$ cat config.mk
export PLATFORM = sky130hd
export DESIGN_NAME = tdt_top
export DESIGN_NICKNAME = d
export VERILOG_FILES = /design/src/core/tdt_pkg.sv /design/src/core/tdt_top.sv /design/src/core/tdt_axis_cmp.sv /design/src/core/tdt_decim.sv
export SDC_FILE = /design/constraint.sdc
export NUM_CORES = 1
export LEC_CHECK = 0
export BUFFER_PORTS_ARGS = -buffer_cell sky130_fd_sc_hd__buf_2
export CAP_MARGIN = 20
export CORE_MARGIN = 2
export CORE_UTILIZATION = 51
export CTS_CLUSTER_SIZE = 10
export DETAILED_ROUTE_END_ITERATION = 12
export PLACE_DENSITY = 0.77
export SYNTH_ARGS = -nofsm -noshare
export SYNTH_HDL_FRONTEND = slang
export SYNTH_SLANG_ARGS = --single-unit
$ cat constraint.sdc
create_clock -name core_clk_i -period 3.7 [get_ports core_clk_i]
set_input_delay 0.185 -clock core_clk_i [delete_from_list [all_inputs] [get_ports core_clk_i]]
set_output_delay 0.185 -clock core_clk_i [all_outputs]
set_load 0.02 [all_outputs]
$ cat src/core/tdt_pkg.sv
/*
  Constants for the tap and double-tap detector: register offsets, field
  positions, reset values, bus answers and the tap sequencer states.
  Assumes a 32-bit AXI4-Lite register bus with byte addresses and one
  tick per internal sample from the sensor front end.
*/
package tdt_pkg;

  // ****************************************
  // Register offsets
  // ****************************************
  localparam logic [7:0] OFS_TAP_CFG  = 8'h00;
  localparam logic [7:0] OFS_CTRL     = 8'h04;
  localparam logic [7:0] OFS_INT_MAP  = 8'h08;
  localparam logic [7:0] OFS_INT_SRC  = 8'h0C;
  localparam logic [7:0] OFS_REPORT   = 8'h10;

  // ****************************************
  // Field positions
  // ****************************************
  localparam int CFG_THR_LSB  = 0;
  localparam int CFG_LEN_LSB  = 8;
  localparam int CFG_GAP_LSB  = 16;
  localparam int CFG_SPAN_LSB = 24;
  localparam int CTL_AXES_LSB = 0;
  localparam int CTL_VETO     = 3;
  localparam int CTL_SGL_EN   = 4;
  localparam int CTL_DBL_EN   = 5;
  localparam int CTL_ACT_EN   = 6;
  localparam int CTL_INACT_EN = 7;
  localparam int CTL_LINK     = 8;
  localparam int CTL_ASLP_EN  = 9;
  localparam int CTL_DEC_LSB  = 12;
  localparam int FLG_SGL      = 0;
  localparam int FLG_DBL      = 1;
  localparam int FLG_ACT      = 2;
  localparam int FLG_INACT    = 3;
  localparam int REP_ASLP     = 3;
  localparam int THR_SHIFT    = 4;

  // ****************************************
  // Reset values and bus answers
  // ****************************************
  localparam logic [31:0] CFG_RST  = 32'h0000_0000;
  localparam logic [31:0] CTRL_RST = 32'h0000_0007;
  localparam logic [3:0]  MAP_RST  = 4'h0;
  localparam logic [1:0]  RESP_OKAY   = 2'h0;
  localparam logic [1:0]  RESP_SLVERR = 2'h2;

  // Tap sequencer states
  typedef enum logic [2:0] {
    TS_IDLE,
    TS_TAP1,
    TS_GAP,
    TS_SPAN,
    TS_TAP2,
    TS_DROP
  } tdt_tap_state_type;

endpackage : tdt_pkg

$ cat src/core/tdt_top.sv
/*
  Tap and double-tap detector with activity chaining and auto sleep,
  behind an AXI4-Lite register slave.
  Assumes samples and event pulses synchronous to core_clk_i, and a
  sample tick of one cycle per internal sample period.
*/
`timescale 1ns/10ps
module tdt_top (
  input  wire logic        core_clk_i,
  input  wire logic        rstn_i,
  input  wire logic [7:0]  s_axi_awaddr_i,
  input  wire logic        s_axi_awvalid_i,
  output logic             s_axi_awready_o,
  input  wire logic [31:0] s_axi_wdata_i,
  input  wire logic [3:0]  s_axi_wstrb_i,
  input  wire logic        s_axi_wvalid_i,
  output logic             s_axi_wready_o,
  output logic [1:0]       s_axi_bresp_o,
  output logic             s_axi_bvalid_o,
  input  wire logic        s_axi_bready_i,
  input  wire logic [7:0]  s_axi_araddr_i,
  input  wire logic        s_axi_arvalid_i,
  output logic             s_axi_arready_o,
  output logic [31:0]      s_axi_rdata_o,
  output logic [1:0]       s_axi_rresp_o,
  output logic             s_axi_rvalid_o,
  input  wire logic        s_axi_rready_i,
  input  wire logic        smp_tick_i,
  input  wire logic [15:0] sample_x_i,
  input  wire logic [15:0] sample_y_i,
  input  wire logic [15:0] sample_z_i,
  input  wire logic        act_event_i,
  input  wire logic        inact_event_i,
  output logic             irq_pin_a_o,
  output logic             irq_pin_b_o,
  output logic             auto_sleep_o,
  output logic             odr_tick_o
);
  import tdt_pkg::*;

  // ****************************************
  // State
  // ****************************************
  typedef struct packed {
    logic              awready;
    logic              bvalid;
    logic [1:0]        bresp;
    logic              arready;
    logic              rvalid;
    logic [1:0]        rresp;
    logic [31:0]       rdata;
    logic [31:0]       cfg;
    logic [31:0]       ctrl;
    logic [3:0]        map;
    logic [3:0]        flags;
    logic [2:0]        first_axis;
    logic              auto_sleep_flag;
    logic              armed;
    tdt_tap_state_type st;
    logic [7:0]        cnt;
    logic [2:0]        cand;
    logic              irq_a;
    logic              irq_b;
  } tdt_top_state_type;

  tdt_top_state_type state;
  tdt_top_state_type next_state;

  logic [7:0] thr;
  logic [7:0] max_len;
  logic [7:0] gap;
  logic [7:0] span;
  logic [2:0] above;
  logic       any_high;
  logic       en_sgl;
  logic       dbl_ok;
  logic       wr_go;
  logic       rd_go;
  logic       act_ok;
  logic       inact_ok;
  logic       sgl_ev;
  logic       dbl_ev;
  logic [3:0] clr_flags;
  logic [3:0] set_flags;

  // Byte-lane merge for register writes
  function automatic logic [31:0] merge_bytes(
    input logic [31:0] old_v,
    input logic [31:0] new_v,
    input logic [3:0]  strb
  );
    logic [31:0] res;
    res = old_v;
    for (int i = 0; i < 4; i++) begin
      if (strb[i]) begin
        res[8*i +: 8] = new_v[8*i +: 8];
      end
    end
    return res;
  endfunction : merge_bytes

  // ****************************************
  // Settings and submodules
  // ****************************************
  assign thr     = state.cfg[CFG_THR_LSB +: 8];
  assign max_len = state.cfg[CFG_LEN_LSB +: 8];
  assign gap     = state.cfg[CFG_GAP_LSB +: 8];
  assign span    = state.cfg[CFG_SPAN_LSB +: 8];
  assign en_sgl  = state.ctrl[CTL_SGL_EN];
  assign dbl_ok  = state.ctrl[CTL_DBL_EN] && (gap != 8'h00)
                   && (span != 8'h00);
  assign any_high = |above;

  // Raw samples against threshold, per selected axis
  tdt_axis_cmp u_cmp (
    .sample_x_i (sample_x_i),
    .sample_y_i (sample_y_i),
    .sample_z_i (sample_z_i),
    .thr_i      (thr),
    .axes_i     (state.ctrl[CTL_AXES_LSB +: 3]),
    .above_o    (above)
  );

  // Output rate tick from the common sample tick
  tdt_decim u_decim (
    .core_clk_i (core_clk_i),
    .rstn_i     (rstn_i),
    .smp_tick_i (smp_tick_i),
    .ratio_i    (state.ctrl[CTL_DEC_LSB +: 4]),
    .odr_tick_o (odr_tick_o)
  );

  // Bus starts and chained activity qualification
  assign wr_go = s_axi_awvalid_i && s_axi_wvalid_i && !state.awready
                 && !state.bvalid;
  assign rd_go = s_axi_arvalid_i && !state.arready && !state.rvalid;
  assign act_ok = act_event_i && state.ctrl[CTL_ACT_EN]
                  && (!state.ctrl[CTL_LINK] || state.armed);
  assign inact_ok = inact_event_i && state.ctrl[CTL_INACT_EN]
                    && (!state.ctrl[CTL_LINK] || !state.armed);

  // ****************************************
  // Next state
  // ****************************************
  always_comb begin
    next_state = state;
    sgl_ev     = 1'b0;
    dbl_ev     = 1'b0;
    clr_flags  = 4'h0;
    set_flags  = 4'h0;

    // Write channel: raise ready, then apply at the handshake
    next_state.awready = wr_go;
    if (state.awready) begin
      next_state.bvalid = 1'b1;
      next_state.bresp  = RESP_OKAY;
      if (s_axi_awaddr_i == OFS_TAP_CFG) begin
        next_state.cfg = merge_bytes(state.cfg, s_axi_wdata_i,
                                     s_axi_wstrb_i);
      end else if (s_axi_awaddr_i == OFS_CTRL) begin
        next_state.ctrl = merge_bytes(state.ctrl, s_axi_wdata_i,
                                      s_axi_wstrb_i);
      end else if (s_axi_awaddr_i == OFS_INT_MAP) begin
        if (s_axi_wstrb_i[0]) begin
          next_state.map = s_axi_wdata_i[3:0];
        end
      end else if (s_axi_awaddr_i == OFS_INT_SRC) begin
        next_state.bresp = RESP_OKAY;
      end else if (s_axi_awaddr_i == OFS_REPORT) begin
        next_state.bresp = RESP_OKAY;
      end else begin
        next_state.bresp = RESP_SLVERR;
      end
    end else if (state.bvalid && s_axi_bready_i) begin
      next_state.bvalid = 1'b0;
    end

    // Read channel: data and side effects at the handshake
    next_state.arready = rd_go;
    if (state.arready) begin
      next_state.rvalid = 1'b1;
      next_state.rresp  = RESP_OKAY;
      if (s_axi_araddr_i == OFS_TAP_CFG) begin
        next_state.rdata = state.cfg;
      end else if (s_axi_araddr_i == OFS_CTRL) begin
        next_state.rdata = state.ctrl;
      end else if (s_axi_araddr_i == OFS_INT_MAP) begin
        next_state.rdata = {28'h000_0000, state.map};
      end else if (s_axi_araddr_i == OFS_INT_SRC) begin
        next_state.rdata = {28'h000_0000, state.flags};
        clr_flags = 4'hF;
      end else if (s_axi_araddr_i == OFS_REPORT) begin
        next_state.rdata = {28'h000_0000, state.auto_sleep_flag,
                            state.first_axis};
      end else begin
        next_state.rdata = 32'h0000_0000;
        next_state.rresp = RESP_SLVERR;
      end
    end else if (state.rvalid && s_axi_rready_i) begin
      next_state.rvalid = 1'b0;
    end

    // Tap sequencer, one step per sample tick
    if (smp_tick_i) begin
      case (state.st)
        TS_IDLE: begin
          if (any_high && (en_sgl || state.ctrl[CTL_DBL_EN])) begin
            next_state.st   = TS_TAP1;
            next_state.cnt  = 8'h01;
            next_state.cand = 3'(above & (~above + 3'h1));
          end
        end
        TS_TAP1: begin
          if (any_high) begin
            if (state.cnt >= max_len) begin
              next_state.st = TS_DROP;
            end else begin
              next_state.cnt = 8'(state.cnt + 8'h01);
            end
          end else if (dbl_ok) begin
            next_state.st  = TS_GAP;
            next_state.cnt = 8'h00;
          end else begin
            sgl_ev        = en_sgl;
            next_state.st = TS_IDLE;
          end
        end
        TS_GAP: begin
          if (any_high && state.ctrl[CTL_VETO]) begin
            sgl_ev        = en_sgl;
            next_state.st = TS_DROP;
          end else if (state.cnt == 8'(gap - 8'h01)) begin
            next_state.st  = TS_SPAN;
            next_state.cnt = 8'h00;
          end else begin
            next_state.cnt = 8'(state.cnt + 8'h01);
          end
        end
        TS_SPAN: begin
          if (any_high && state.cnt == 8'h00) begin
            sgl_ev        = en_sgl;
            next_state.st = TS_DROP;
          end else if (any_high) begin
            next_state.st  = TS_TAP2;
            next_state.cnt = 8'h01;
          end else if (state.cnt == 8'(span - 8'h01)) begin
            sgl_ev        = en_sgl;
            next_state.st = TS_IDLE;
          end else begin
            next_state.cnt = 8'(state.cnt + 8'h01);
          end
        end
        TS_TAP2: begin
          if (any_high) begin
            if (state.cnt >= max_len) begin
              sgl_ev        = en_sgl;
              next_state.st = TS_DROP;
            end else begin
              next_state.cnt = 8'(state.cnt + 8'h01);
            end
          end else begin
            dbl_ev        = 1'b1;
            sgl_ev        = en_sgl;
            next_state.st = TS_IDLE;
          end
        end
        TS_DROP: begin
          if (!any_high) begin
            next_state.st = TS_IDLE;
          end
        end
        default: begin
          next_state.st = TS_IDLE;
        end
      endcase
    end

    // First-axis record, overwritten on each tap event
    if (sgl_ev || dbl_ev) begin
      next_state.first_axis = state.cand;
    end

    // Chaining and auto sleep
    if (act_ok) begin
      next_state.armed  = 1'b0;
      next_state.auto_sleep_flag = 1'b0;
    end else if (inact_ok) begin
      next_state.armed = 1'b1;
      if (state.ctrl[CTL_ASLP_EN] && !state.flags[FLG_ACT]) begin
        next_state.auto_sleep_flag = 1'b1;
      end
    end
    if (!state.ctrl[CTL_ASLP_EN]) begin
      next_state.auto_sleep_flag = 1'b0;
    end

    // Sticky flags, a new event wins over a read clear
    set_flags[FLG_SGL]   = sgl_ev;
    set_flags[FLG_DBL]   = dbl_ev;
    set_flags[FLG_ACT]   = act_ok;
    set_flags[FLG_INACT] = inact_ok;
    next_state.flags = (state.flags & ~clr_flags) | set_flags;

    // Pin routing by map bit, ORed per pin
    next_state.irq_a = |(next_state.flags & ~next_state.map);
    next_state.irq_b = |(next_state.flags & next_state.map);
  end

  // ****************************************
  // Registers
  // ****************************************
  always_ff @(posedge core_clk_i) begin
    if (!rstn_i) begin
      state      <= '0;
      state.st   <= TS_IDLE;
      state.cfg  <= CFG_RST;
      state.ctrl <= CTRL_RST;
      state.map  <= MAP_RST;
    end else begin
      state <= next_state;
    end
  end

  // Outputs straight from flops
  assign s_axi_awready_o = state.awready;
  assign s_axi_wready_o  = state.awready;
  assign s_axi_bvalid_o  = state.bvalid;
  assign s_axi_bresp_o   = state.bresp;
  assign s_axi_arready_o = state.arready;
  assign s_axi_rvalid_o  = state.rvalid;
  assign s_axi_rresp_o   = state.rresp;
  assign s_axi_rdata_o   = state.rdata;
  assign irq_pin_a_o     = state.irq_a;
  assign irq_pin_b_o     = state.irq_b;
  assign auto_sleep_o    = state.auto_sleep_flag;
endmodule : tdt_top

$ cat src/core/tdt_axis_cmp.sv
/*
  Per-axis threshold compare on raw samples.
  Assumes two's complement samples valid with the sample tick.
*/
`timescale 1ns/10ps
module tdt_axis_cmp (
  input  wire logic [15:0] sample_x_i,
  input  wire logic [15:0] sample_y_i,
  input  wire logic [15:0] sample_z_i,
  input  wire logic [7:0]  thr_i,
  input  wire logic [2:0]  axes_i,
  output logic      [2:0]  above_o
);
  import tdt_pkg::*;

  logic [2:0][15:0] smp;
  logic [15:0]      limit;

  assign smp   = {sample_z_i, sample_y_i, sample_x_i};
  assign limit = 16'({8'h00, thr_i} << THR_SHIFT);

  // Magnitude against threshold, masked per axis
  for (genvar g = 0; g < 3; g++) begin : g_axis
    logic [15:0] mag;
    assign mag = smp[g][15] ? 16'(~smp[g] + 16'h0001) : smp[g];
    assign above_o[g] = axes_i[g] && (mag > limit);
  end

endmodule : tdt_axis_cmp

$ cat src/core/tdt_decim.sv
/*
  Output data rate tick made by decimating the sample tick.
  Assumes one sample tick per internal sample period.
*/
`timescale 1ns/10ps
module tdt_decim (
  input  wire logic       core_clk_i,
  input  wire logic       rstn_i,
  input  wire logic       smp_tick_i,
  input  wire logic [3:0] ratio_i,
  output logic            odr_tick_o
);
  import tdt_pkg::*;

  typedef struct packed {
    logic [3:0] cnt;
    logic       tick;
  } tdt_decim_state_type;

  tdt_decim_state_type state;
  tdt_decim_state_type next_state;

  // Every ratio+1 sample ticks give one output tick
  always_comb begin
    next_state      = state;
    next_state.tick = 1'b0;
    if (smp_tick_i) begin
      if (state.cnt >= ratio_i) begin
        next_state.cnt  = 4'h0;
        next_state.tick = 1'b1;
      end else begin
        next_state.cnt = 4'(state.cnt + 4'h1);
      end
    end
  end

  always_ff @(posedge core_clk_i) begin
    if (!rstn_i) begin
      state <= '0;
    end else begin
      state <= next_state;
    end
  end

  assign odr_tick_o = state.tick;

endmodule : tdt_decim

==> impl_metrics.tcl, run 1 <==
set metrics [dict create \
    outcome "complete, no violations" \
    worst-setup-path-type "input port to flip-flop" \
    ys.flop_type "dfxtp_1" \
    worstPathArrival_ns 3.74 \
    drt-pass1-iter-count 6 \
    cts_buffers 17 \
    fin_ws_ns 0.278 \
    dieWidth_um 131 \
    synth_top_area_share_pct 33.2 \
    p_clk_share_pct 48.1 \
    drt_wl_total_um 22900 \
    antenna_found_initial 0 \
    endpoint_kind "flip-flop" \
    grt_usage_pct 27.0 \
    p_sw_mw 0.894 \
    io_pins 155 \
    vias 8077 \
    p_comb_share_pct 10.7 \
    required_ns 4.02 \
    dieArea_mm2 0.0171 \
    crit_path_start_kind "input port" \
    worst_pin_slew_ns 1.03 \
    grt_first_pass_wirelength_um 36200 \
    rsz0062_at_grt "false" \
    layout-drive-gt1-share_pct 21.9 \
    post-route-period-util_pct 92.5 \
    grt_max_degree 70 \
    total_leakage_power_nw 3.72 \
    fin_nets 1302 \
    synth_top_area_cell "dfxtp_1" \
    start_util_pct 52.0 \
    fmax_mhz 292 \
    dpl_worst_slack_ns -0.298 \
    ys_seq_elements 136 \
    clkLatencyLatePin_ns 0.43 \
    grt_pass1_vias 7363 \
    period_minus_slack_ns 3.42 \
    final_area_mm2 0.00969 \
    yosysWarnings 0 \
    ys_types 73 \
    syn_avg_cell_area_um2 7.95 \
    antenna_cells 0 \
    place_area_mm2 0.00903 \
    fillers 1396 \
    routabilityCongestion 0.915 \
    antenna_left 0 \
    synthCells 1031 \
    cts_tree "yes" \
    intPower_mw 2.77 \
    setup_viol 0 \
    clk_path_buf_depth 2 \
    synth_edf_count 0 \
    slew_headroom_pct 30.8 \
    first_iter_violations 860 \
    maxCapViolations 0 \
    wire_per_inst_um 16.6 \
    p_per_area_mw_per_mm2 378 \
    min_path_type "input port to flip-flop" \
    coreArea_mm2 0.0158 \
    p_seq_share_pct 41.2 \
    syn2layout_area_growth_pct 18.2 \
    yosysSeqAreaShare_pct 33.2 \
    syn_area_mm2 0.00819 \
    crit_fanout 4 \
    clk_pin_slew_ns 0.06 \
    synthArstFlopShare_pct 0 \
    synth_top_cells_by_area "dfxtp_1, ha_1, a21oi_1" \
    h-tree-depth 4 \
    cts.sinks 136 \
    rows 46 \
    die_height_um 131 \
    ir_worst_vdd_mv 0.304 \
    avgViaCountPerCell 5.86 \
    fin_skew_ns 0.0121 \
    dpl.hpwl_um 16800 \
    sw_frac_of_total_pct 24.4 \
    drv_slew 0 \
    cts-root-buf "clkbuf_16" \
    finalHoldViolCount 0 \
    drc 0 \
    io_buffers 152 \
    grt_overflow 0 \
]
[power by group through the flow]
stage	Sequential, mW	Clock [mW]	Combinational (mW)
3_5_place_dp	1.54	0	0.385
2_1_floorplan	1.54	0	0.260
3_3_place_gp	1.54	0	0.376
5_1_grt	1.51	1.84	0.435
6_report	1.51	1.76	0.393
4_1_cts	1.51	1.77	0.389
[critical path: stages]
cell and delay, ns:
buf_2 0.10, nor4_1 0.35, nand2_1 0.12, or3_1 0.33
o21ai_0 0.19, xnor2_1 0.15, ha_1 0.28, a21oi_1 0.20
o21ai_0 0.11, o311ai_1 0.35, a21boi_2 0.16, a211oi_2 0.23
buf_4 0.17, nand3_1 0.15, a32oi_1 0.22, nor2_1 0.10
a221o_1 0.34
[per-layer routing]
layer,up-vias,global-route usage (%),wire (um)
met4,0,10.2,495
met5,-,0,0
met3,49,5.82,1740
met1,3778,36.8,10100
met2,344,42.2,10600
li1,3906,-,-
[worst paths after layout]
check,start,to,slack [ns],cells past startpoint
worst min-delay path,s_axi_wdata_i[11],state[40],0.01,3
worst max register to register,span[2],state[7],0.39,9
worst min register to register,state[40],state[40],0.45,2
worst max-delay path,sample_x_i[7],irq_pin_b_o,0.28,17
[logic make-up (layout without fill, tap and decap cells)]
kind of cell | Yosys count | count (layout) | share of synthesized area, %
flip-flops | 136 | 136 | 33.2
buffers and inverters | 139 | 269 | 8.16
AND/OR/NAND/NOR | 370 | 370 | 22.0
XOR/XNOR | 54 | 54 | 5.77
AO/OA/AOI/OAI | 276 | 276 | 22.7
multiplexers | 12 | 12 | 1.53
other | 1 | 2 | 0.0458
adder cells (fa/ha/maj) | 43 | 43 | 6.57
[synth_stat cells (all sizes together) (33+ instances only)]
cell type    n
inv         43
buf         41
ha          43
dfxtp      136
a21oi       95
a211oi      33
nand2      115
xnor2       42
clkbuf      55
nand3       85
a22oi       34
o21ai       39
nor2        65
[flip-flops by register name (all words and copies together) (netlist names)]
signal and cells:
span 8, s_axi_bvalid_o 1, irq_pin_a_o 1, gap 8
s_axi_rvalid_o 1, s_axi_rresp_o 1, s_axi_rdata_o 32, u_decim.odr_tick_o 1
state 65, auto_sleep_o 1, s_axi_awready_o 1, s_axi_arready_o 1
en_sgl 1, s_axi_bresp_o 1, max_len 8, u_decim.state 4
irq_pin_b_o 1
[per-stage QoR]
stage	utilization, %	TNS (ns)	instances	power (mW)	hold slack, ns
2_1_floorplan	-	0	1032	1.80	0.303
3_3_place_gp	57.3	-1.06	1342	1.91	0.410
3_5_place_dp	57.3	-3.48	1342	1.92	0.424
4_1_cts	61.4	0	1377	3.66	0.00966
5_1_grt	61.4	0	1378	3.79	0.0144
6_report	61.4	0	1378	3.66	0.0129
[placed cells by master (no fill, tap or decap), types with 34 or more instances in the layout]
master | Yosys | layout
nor2_1 | 65 | 64
nand3_1 | 85 | 85
xnor2_1 | 42 | 42
a21oi_1 | 95 | 95
o21ai_0 | 38 | 38
dfxtp_1 | 136 | 135
nand2_1 | 115 | 115
buf_2 | 0 | 152
inv_1 | 42 | 42
a22oi_1 | 34 | 34
buf_4 | 37 | 39
ha_1 | 43 | 43
[what timing repair did]
item	in CTS	in global routing
resized for setup	0	3
hold buffers	3	0
setup endpoints to repair	0	16
hold endpoints to repair	2	0
setup buffers	0	1
[layout make-up]
| cell class | instances | area (um^2) | area share [%] |
|---|---|---|---|
| multi-input cells | 757 | 4830 | 49.9 |
| flip-flops and latches | 136 | 2720 | 28.1 |
| repair buffers | 194 | 1080 | 11.2 |
| clock buffers | 22 | 474 | 4.89 |
| well taps | 216 | 270 | 2.79 |
| inverters | 43 | 163 | 1.68 |
| clock inverters | 10 | 141 | 1.46 |
(Power assumes the default switching activity.)
==> inputs of run 2 (changes only) <==
ABC_AREA = 1   (was not set)
==> impl_metrics.tcl, run 2 <==
set metrics [dict create \
    p_per_area_mw_per_mm2 354 \
    maxCapViolations 0 \
    endpoint_kind "flip-flop" \
    dieArea_mm2 0.0179 \
    synth_top_area_cell "dfxtp_1" \
    cts-root-buf "clkbuf_16" \
    grt_first_pass_wirelength_um 39900 \
    postCtsSetupBuffers 0 \
    antenna_found_initial 0 \
    die_height_um 134 \
    fin_skew_ns 0.00824 \
    cts_tree "yes" \
    place_area_mm2 0.00926 \
    finish.utilization_pct 59.9 \
    ir_worst_vdd_mv 0.314 \
    ys_seq_elements 136 \
    cts_resized 0 \
    drc 0 \
    max_stage_delay_ns 0.30 \
    wire_per_inst_um 15.4 \
    rsz0062_at_grt "false" \
    coreArea_mm2 0.0165 \
    total_leakage_power_nw 4.54 \
    start_util_pct 52.1 \
    ys.flop_type "dfxtp_1" \
    clk_pin_slew_ns 0.06 \
    period_minus_slack_ns 3.06 \
    ys_types 51 \
    critPathBufInv 3 \
    finalHoldViolCount 0 \
    h-tree-depth 4 \
    syn_area_mm2 0.00861 \
    synth_top_cells_by_area "dfxtp_1, nand2_1, inv_1" \
    largest_register "state" \
    avgViaCountPerCell 5.47 \
    rows 47 \
    synthMostInstantiatedCell "nand2_1" \
    yosysWarnings 0 \
    drt_wl_total_um 24400 \
    drt-pass1-iter-count 5 \
    vias 8661 \
    layout_common_cells "nand2_1, inv_1, buf_2" \
    synthCells 1246 \
    grt_util_met2_pct 45.5 \
    grt_max_degree 72 \
    crit_chain "buf_2 -> nor2_1 -> inv_1 -> nor2_1 -> inv_1 -> o21ai_0 -> xnor2_1 -> ha_1 -> nand2_1 -> nor3_1 -> nand3_1 -> nand2_1 -> nand2_1 -> nor2_1 -> nand2_1 -> nand2_2 -> nand3_2 -> nand3_1 -> o21ai_1 -> nor2_4 -> nand2_4 -> nand2_1 -> nand2_1 -> nor2_1" \
    clkLatencyLatePin_ns 0.42 \
    hold_start "s_axi_wdata_i[10]" \
    grt_overflow 0 \
    top_usage_layer "met2" \
    grt_use_met3_pct 5.29 \
    cts_buffers 17 \
    clk_path_buf_depth 2 \
    layout-drive-gt1-share_pct 16.5 \
    post-route-period-util_pct 82.6 \
    outcome "complete, no violations" \
    worst-setup-path-type "input port to flip-flop" \
    crit_path_start_kind "input port" \
    cts_hold_buf 5 \
    cts.sinks 136 \
    fmax_mhz 327 \
    io_pins 155 \
    routabilityCongestion 0.977 \
    setup_viol 0 \
    synth_top_area_share_pct 31.6 \
    grt_usage_pct 27.6 \
    slowest_stage "ha_1" \
    dieWidth_um 134 \
    tns_ns 0 \
    synth_edf_count 0 \
    crit_fanout 12 \
    regToRegStartpoint "state[64]" \
    required_ns 4.04 \
    fin_nets 1505 \
    syn2layout_area_growth_pct 14.9 \
    syn_avg_cell_area_um2 6.91 \
    final_area_mm2 0.00989 \
    layout.cells.non_filler 1583 \
    worstPathArrival_ns 3.40 \
    dpl.hpwl_um 18000 \
    worst_pin_slew_ns 1.09 \
    antenna_cells 0 \
    grt_pass1_vias 8018 \
    cp_common_cell "nand2_1" \
    first_iter_violations 605 \
    yosysSeqAreaShare_pct 31.6 \
    cp_top_family "simple AND/OR/NAND/NOR gates" \
    place_inst 1548 \
    met1_usage_pct 36.5 \
    slew_headroom_pct 27.4 \
    crit_start "sample_z_i[0]" \
    largest_reg_flops 65 \
    drv_slew 0 \
    io_buffers 152 \
    final_common_cell "nand2_1" \
    fin_total_pwr_mw 3.50 \
    antenna_left 0 \
    min_path_type "input port to flip-flop" \
    synth_commonest_cells "nand2_1, inv_1, nor2_1, dfxtp_1, a21oi_1" \
    synthArstFlopShare_pct 0 \
]
run 2: worst paths after layout:
check	to	slack, ns	cells after the start
worst min register to register	s_axi_rdata_o[2]	0.46	2
worst min-delay path	state[39]	0.01	3
worst max-delay path	state[6]	0.64	24
worst max register to register	state[6]	0.89	18
run 2: routing by layer:
layer,part of all wire (%),wire length (um)
met1,46,11200
met2,46,11300
met3,6.0,1470
met4,2.1,512
met5,0,0
run 2: cell families (layout without fill, tap and decap cells):
logic type	count (synthesis)	after routing	share of synthesized area [%]
other	1	2	0.0436
multiplexers	4	4	0.480
AO/OA/AOI/OAI	287	287	19.2
XOR/XNOR	55	55	5.60
AND/OR/NAND/NOR	475	475	24.3
buffers and inverters	245	361	12.5
adder cells (fa/ha/maj)	43	43	6.25
flip-flops	136	136	31.6
run 2: area by class of cell:
cell class                      count  area, um^2
Timing Repair Buffer              166         878
Multi-Input combinational cell    866        4810
Inverter                          165         619
Tap cell                          220         275
Clock buffer                       23         488
Clock inverter                      7        93.8
Fill cell                        1506        6630
Sequential cell                   136        2720
run 2: metrics by stage:
step / hold WS [ns] / worst slack (ns)
after global placement: 0.370 / 0.380
after global routing: 0.00279 / 0.302
after floorplan: 0.279 / 1.05
final: 0.0136 / 0.645
after CTS: 0.000608 / 0.739
after detailed placement: 0.374 / 0.321
run 2: power by group:
part	total (mW)	internal (mW)	switching, mW
combinational	0.344	0.133	0.212
sequential	1.48	1.47	0.00679
clock	1.68	1.05	0.627
total	3.50	2.66	0.846
run 2: worst reg2reg max path: cells and delay by family, from the launching register on:
family	cells	cell delay [ns]
adders and majority gates	1	0.34
and+or+nand+nor	15	1.84
AOI/OAI and AO/OA	1	0.12
buffers and inverters	1	0.13
DFF	1	0.30
==> inputs of run 3 (changes only) <==
clock period = 2.6 ns   (was 3.7 ns; I/O delays follow)
==> impl_metrics.tcl, run 3 (same netlist as run 2, synthesis figures left out) <==
set metrics [dict create \
    outcome "complete, but fails checks" \
    violations "setup timing" \
    cts_buffers 17 \
    antenna_found_initial 1 \
    min_path_type "input port to flip-flop" \
    dpl.hpwl_um 18900 \
    largest_register "state" \
    cts.sinks 136 \
    finish.utilization_pct 68.1 \
    fin_ws_ns -0.00866 \
    cts-root-buf "clkbuf_16" \
    largest_reg_flops 65 \
    setup_viol 1 \
    fin_skew_ns 0.00733 \
    die_height_um 134 \
    antenna_left 0 \
    cp_top_family "simple AND/OR/NAND/NOR gates" \
    p_seq_share_pct 39.4 \
    routabilityCongestion 0.990 \
    fmax_mhz 383 \
    layout.cells.non_filler 1701 \
    sw_frac_of_total_pct 24.3 \
    required_ns 2.91 \
    grt_max_degree 55 \
    worstPathArrival_ns 2.92 \
    vias 9239 \
    grt_pass1_vias 8580 \
    worst-setup-path-type "input port to flip-flop" \
    drv_slew 0 \
    intPower_mw 4.03 \
    p_sw_mw 1.29 \
    crit_chain "buf_2 -> nor2_2 -> nand2_1 -> nor2_4 -> a21oi_2 -> xor2_1 -> ha_1 -> a21oi_2 -> o21a_1 -> nand2_1 -> nand2_1 -> nand2_1 -> nor2_1 -> nand2_1 -> nand2_2 -> nand3_4 -> buf_6 -> a21oi_4 -> nor2_1 -> a21oi_1 -> nand3_1 -> nand2_1 -> nor2_1" \
    clkLatencyLatePin_ns 0.43 \
    cts_tree "yes" \
    avgViaCountPerCell 5.43 \
    layout-drive-gt1-share_pct 25.8 \
    clk_path_buf_depth 2 \
    crit_path_start_kind "input port" \
    ir_worst_vdd_mv 0.455 \
    final_common_cell "nand2_1" \
    h-tree-depth 4 \
    drt-pass1-iter-count 5 \
    maxCapViolations 0 \
    post-route-period-util_pct 100 \
    start_util_pct 52.1 \
    grt_usage_pct 29.3 \
    fin_total_pwr_mw 5.32 \
    p_comb_share_pct 12.2 \
    worst_pin_slew_ns 1.03 \
    clk_pin_slew_ns 0.06 \
    total_leakage_power_nw 5.19 \
    critPathBufInv 2 \
    rsz0062_at_grt "true" \
    first_iter_violations 787 \
    place_inst 1625 \
    grt_first_pass_wirelength_um 42300 \
    slew_headroom_pct 31.1 \
    io_pins 155 \
    finalHoldViolCount 0 \
    fin_hold_ws_ns 0.0122 \
    period_minus_slack_ns 2.61 \
    wire_per_inst_um 15.7 \
    layout_common_cells "nand2_1, inv_1, buf_2" \
    endpoint_kind "flip-flop" \
    p_clk_share_pct 48.3 \
    drt_wl_total_um 26600 \
    fin_nets 1622 \
    coreArea_mm2 0.0165 \
    cp_common_cell "nand2_1" \
    max_stage_delay_ns 0.30 \
    crit_fanout 8 \
    syn2layout_area_growth_pct 30.8 \
    tns_ns -0.00866 \
    dieWidth_um 134 \
    slowest_stage "ha_1" \
    dieArea_mm2 0.0179 \
    p_per_area_mw_per_mm2 473 \
    rows 47 \
    grt_overflow 0 \
    io_buffers 152 \
    drc 0 \
]
## run 3: changes by cell type in the layout (fill, tap and decap cells not counted), sizes merged
| cell | before | now |
|---|---|---|
| buf | 161 | 249 |
| bufinv | 2 | 4 |
| clkbuf | 23 | 19 |
| clkinv | 4 | 6 |
| clkinvlp | 2 | 1 |
| diode | 0 | 1 |
| dlygate4sd3 | 5 | 34 |
| inv | 164 | 165 |
## run 3: path summary, 6_finish.rpt
path / start / end / slack (ns) / cells after the start
worst max register to register: state[66] / state[8] / 0.03 / 18
worst min register to register: s_axi_bvalid_o / s_axi_awready_o / 0.45 / 1
worst max-delay path: sample_y_i[7] / state[8] / -0.009 / 23
worst min-delay path: s_axi_wdata_i[4] / en_sgl / 0.01 / 3
## run 3: worst min-delay path, cell delays in order
cell	delay (ns)
buf_2	0.12
nor2_1	0.10
a211oi_1	0.05
## run 3: per-layer routing
layer / up-vias / GRT usage, % / wire length (um)
met4: 0 / 11.0 / 678
met5: - / 0 / 0
met1: 4229 / 38.2 / 11500
met3: 48 / 5.40 / 1910
li1: 4563 / - / -
met2: 399 / 48.5 / 12500
## run 3: cell type report
| class | instances | area [um^2] |
|---|---|---|
| well taps | 220 | 275 |
| flip-flops and latches | 136 | 2730 |
| diodes | 1 | 2.50 |
| clock inverters | 11 | 173 |
| inverters | 165 | 622 |
| repair buffers | 283 | 1890 |
| fillers | 1325 | 5270 |
| clock buffers | 19 | 453 |
| multi-input cells | 866 | 5120 |
## run 3: power groups by stage
| stage | clock network, mW | logic [mW] | registers, mW |
|---|---|---|---|
| finish | 2.57 | 0.651 | 2.10 |
| CTS | 2.59 | 0.591 | 2.10 |
| global placement | 0 | 0.532 | 2.14 |
| floorplan | 0 | 0.295 | 2.15 |
| detailed placement | 0 | 0.545 | 2.14 |
| global route | 2.69 | 0.720 | 2.10 |
## run 3: metrics by stage
step | cell area (um^2) | setup WS [ns]
detailed placement | 9850 | -0.525
floorplan | 8610 | 0.00610
finish | 11300 | -0.00866
global placement | 9850 | -0.415
global route | 11300 | -0.235
CTS | 10900 | 0.00408
## run 3: what timing repair did
action / in CTS / in global routing
hold buffers: 34 / 0
setup buffers: 4 / 7
pin swaps: 2 / 37
hold endpoints to repair: 43 / 0
resized for setup: 4 / 93
setup endpoints to repair: 13 / 21
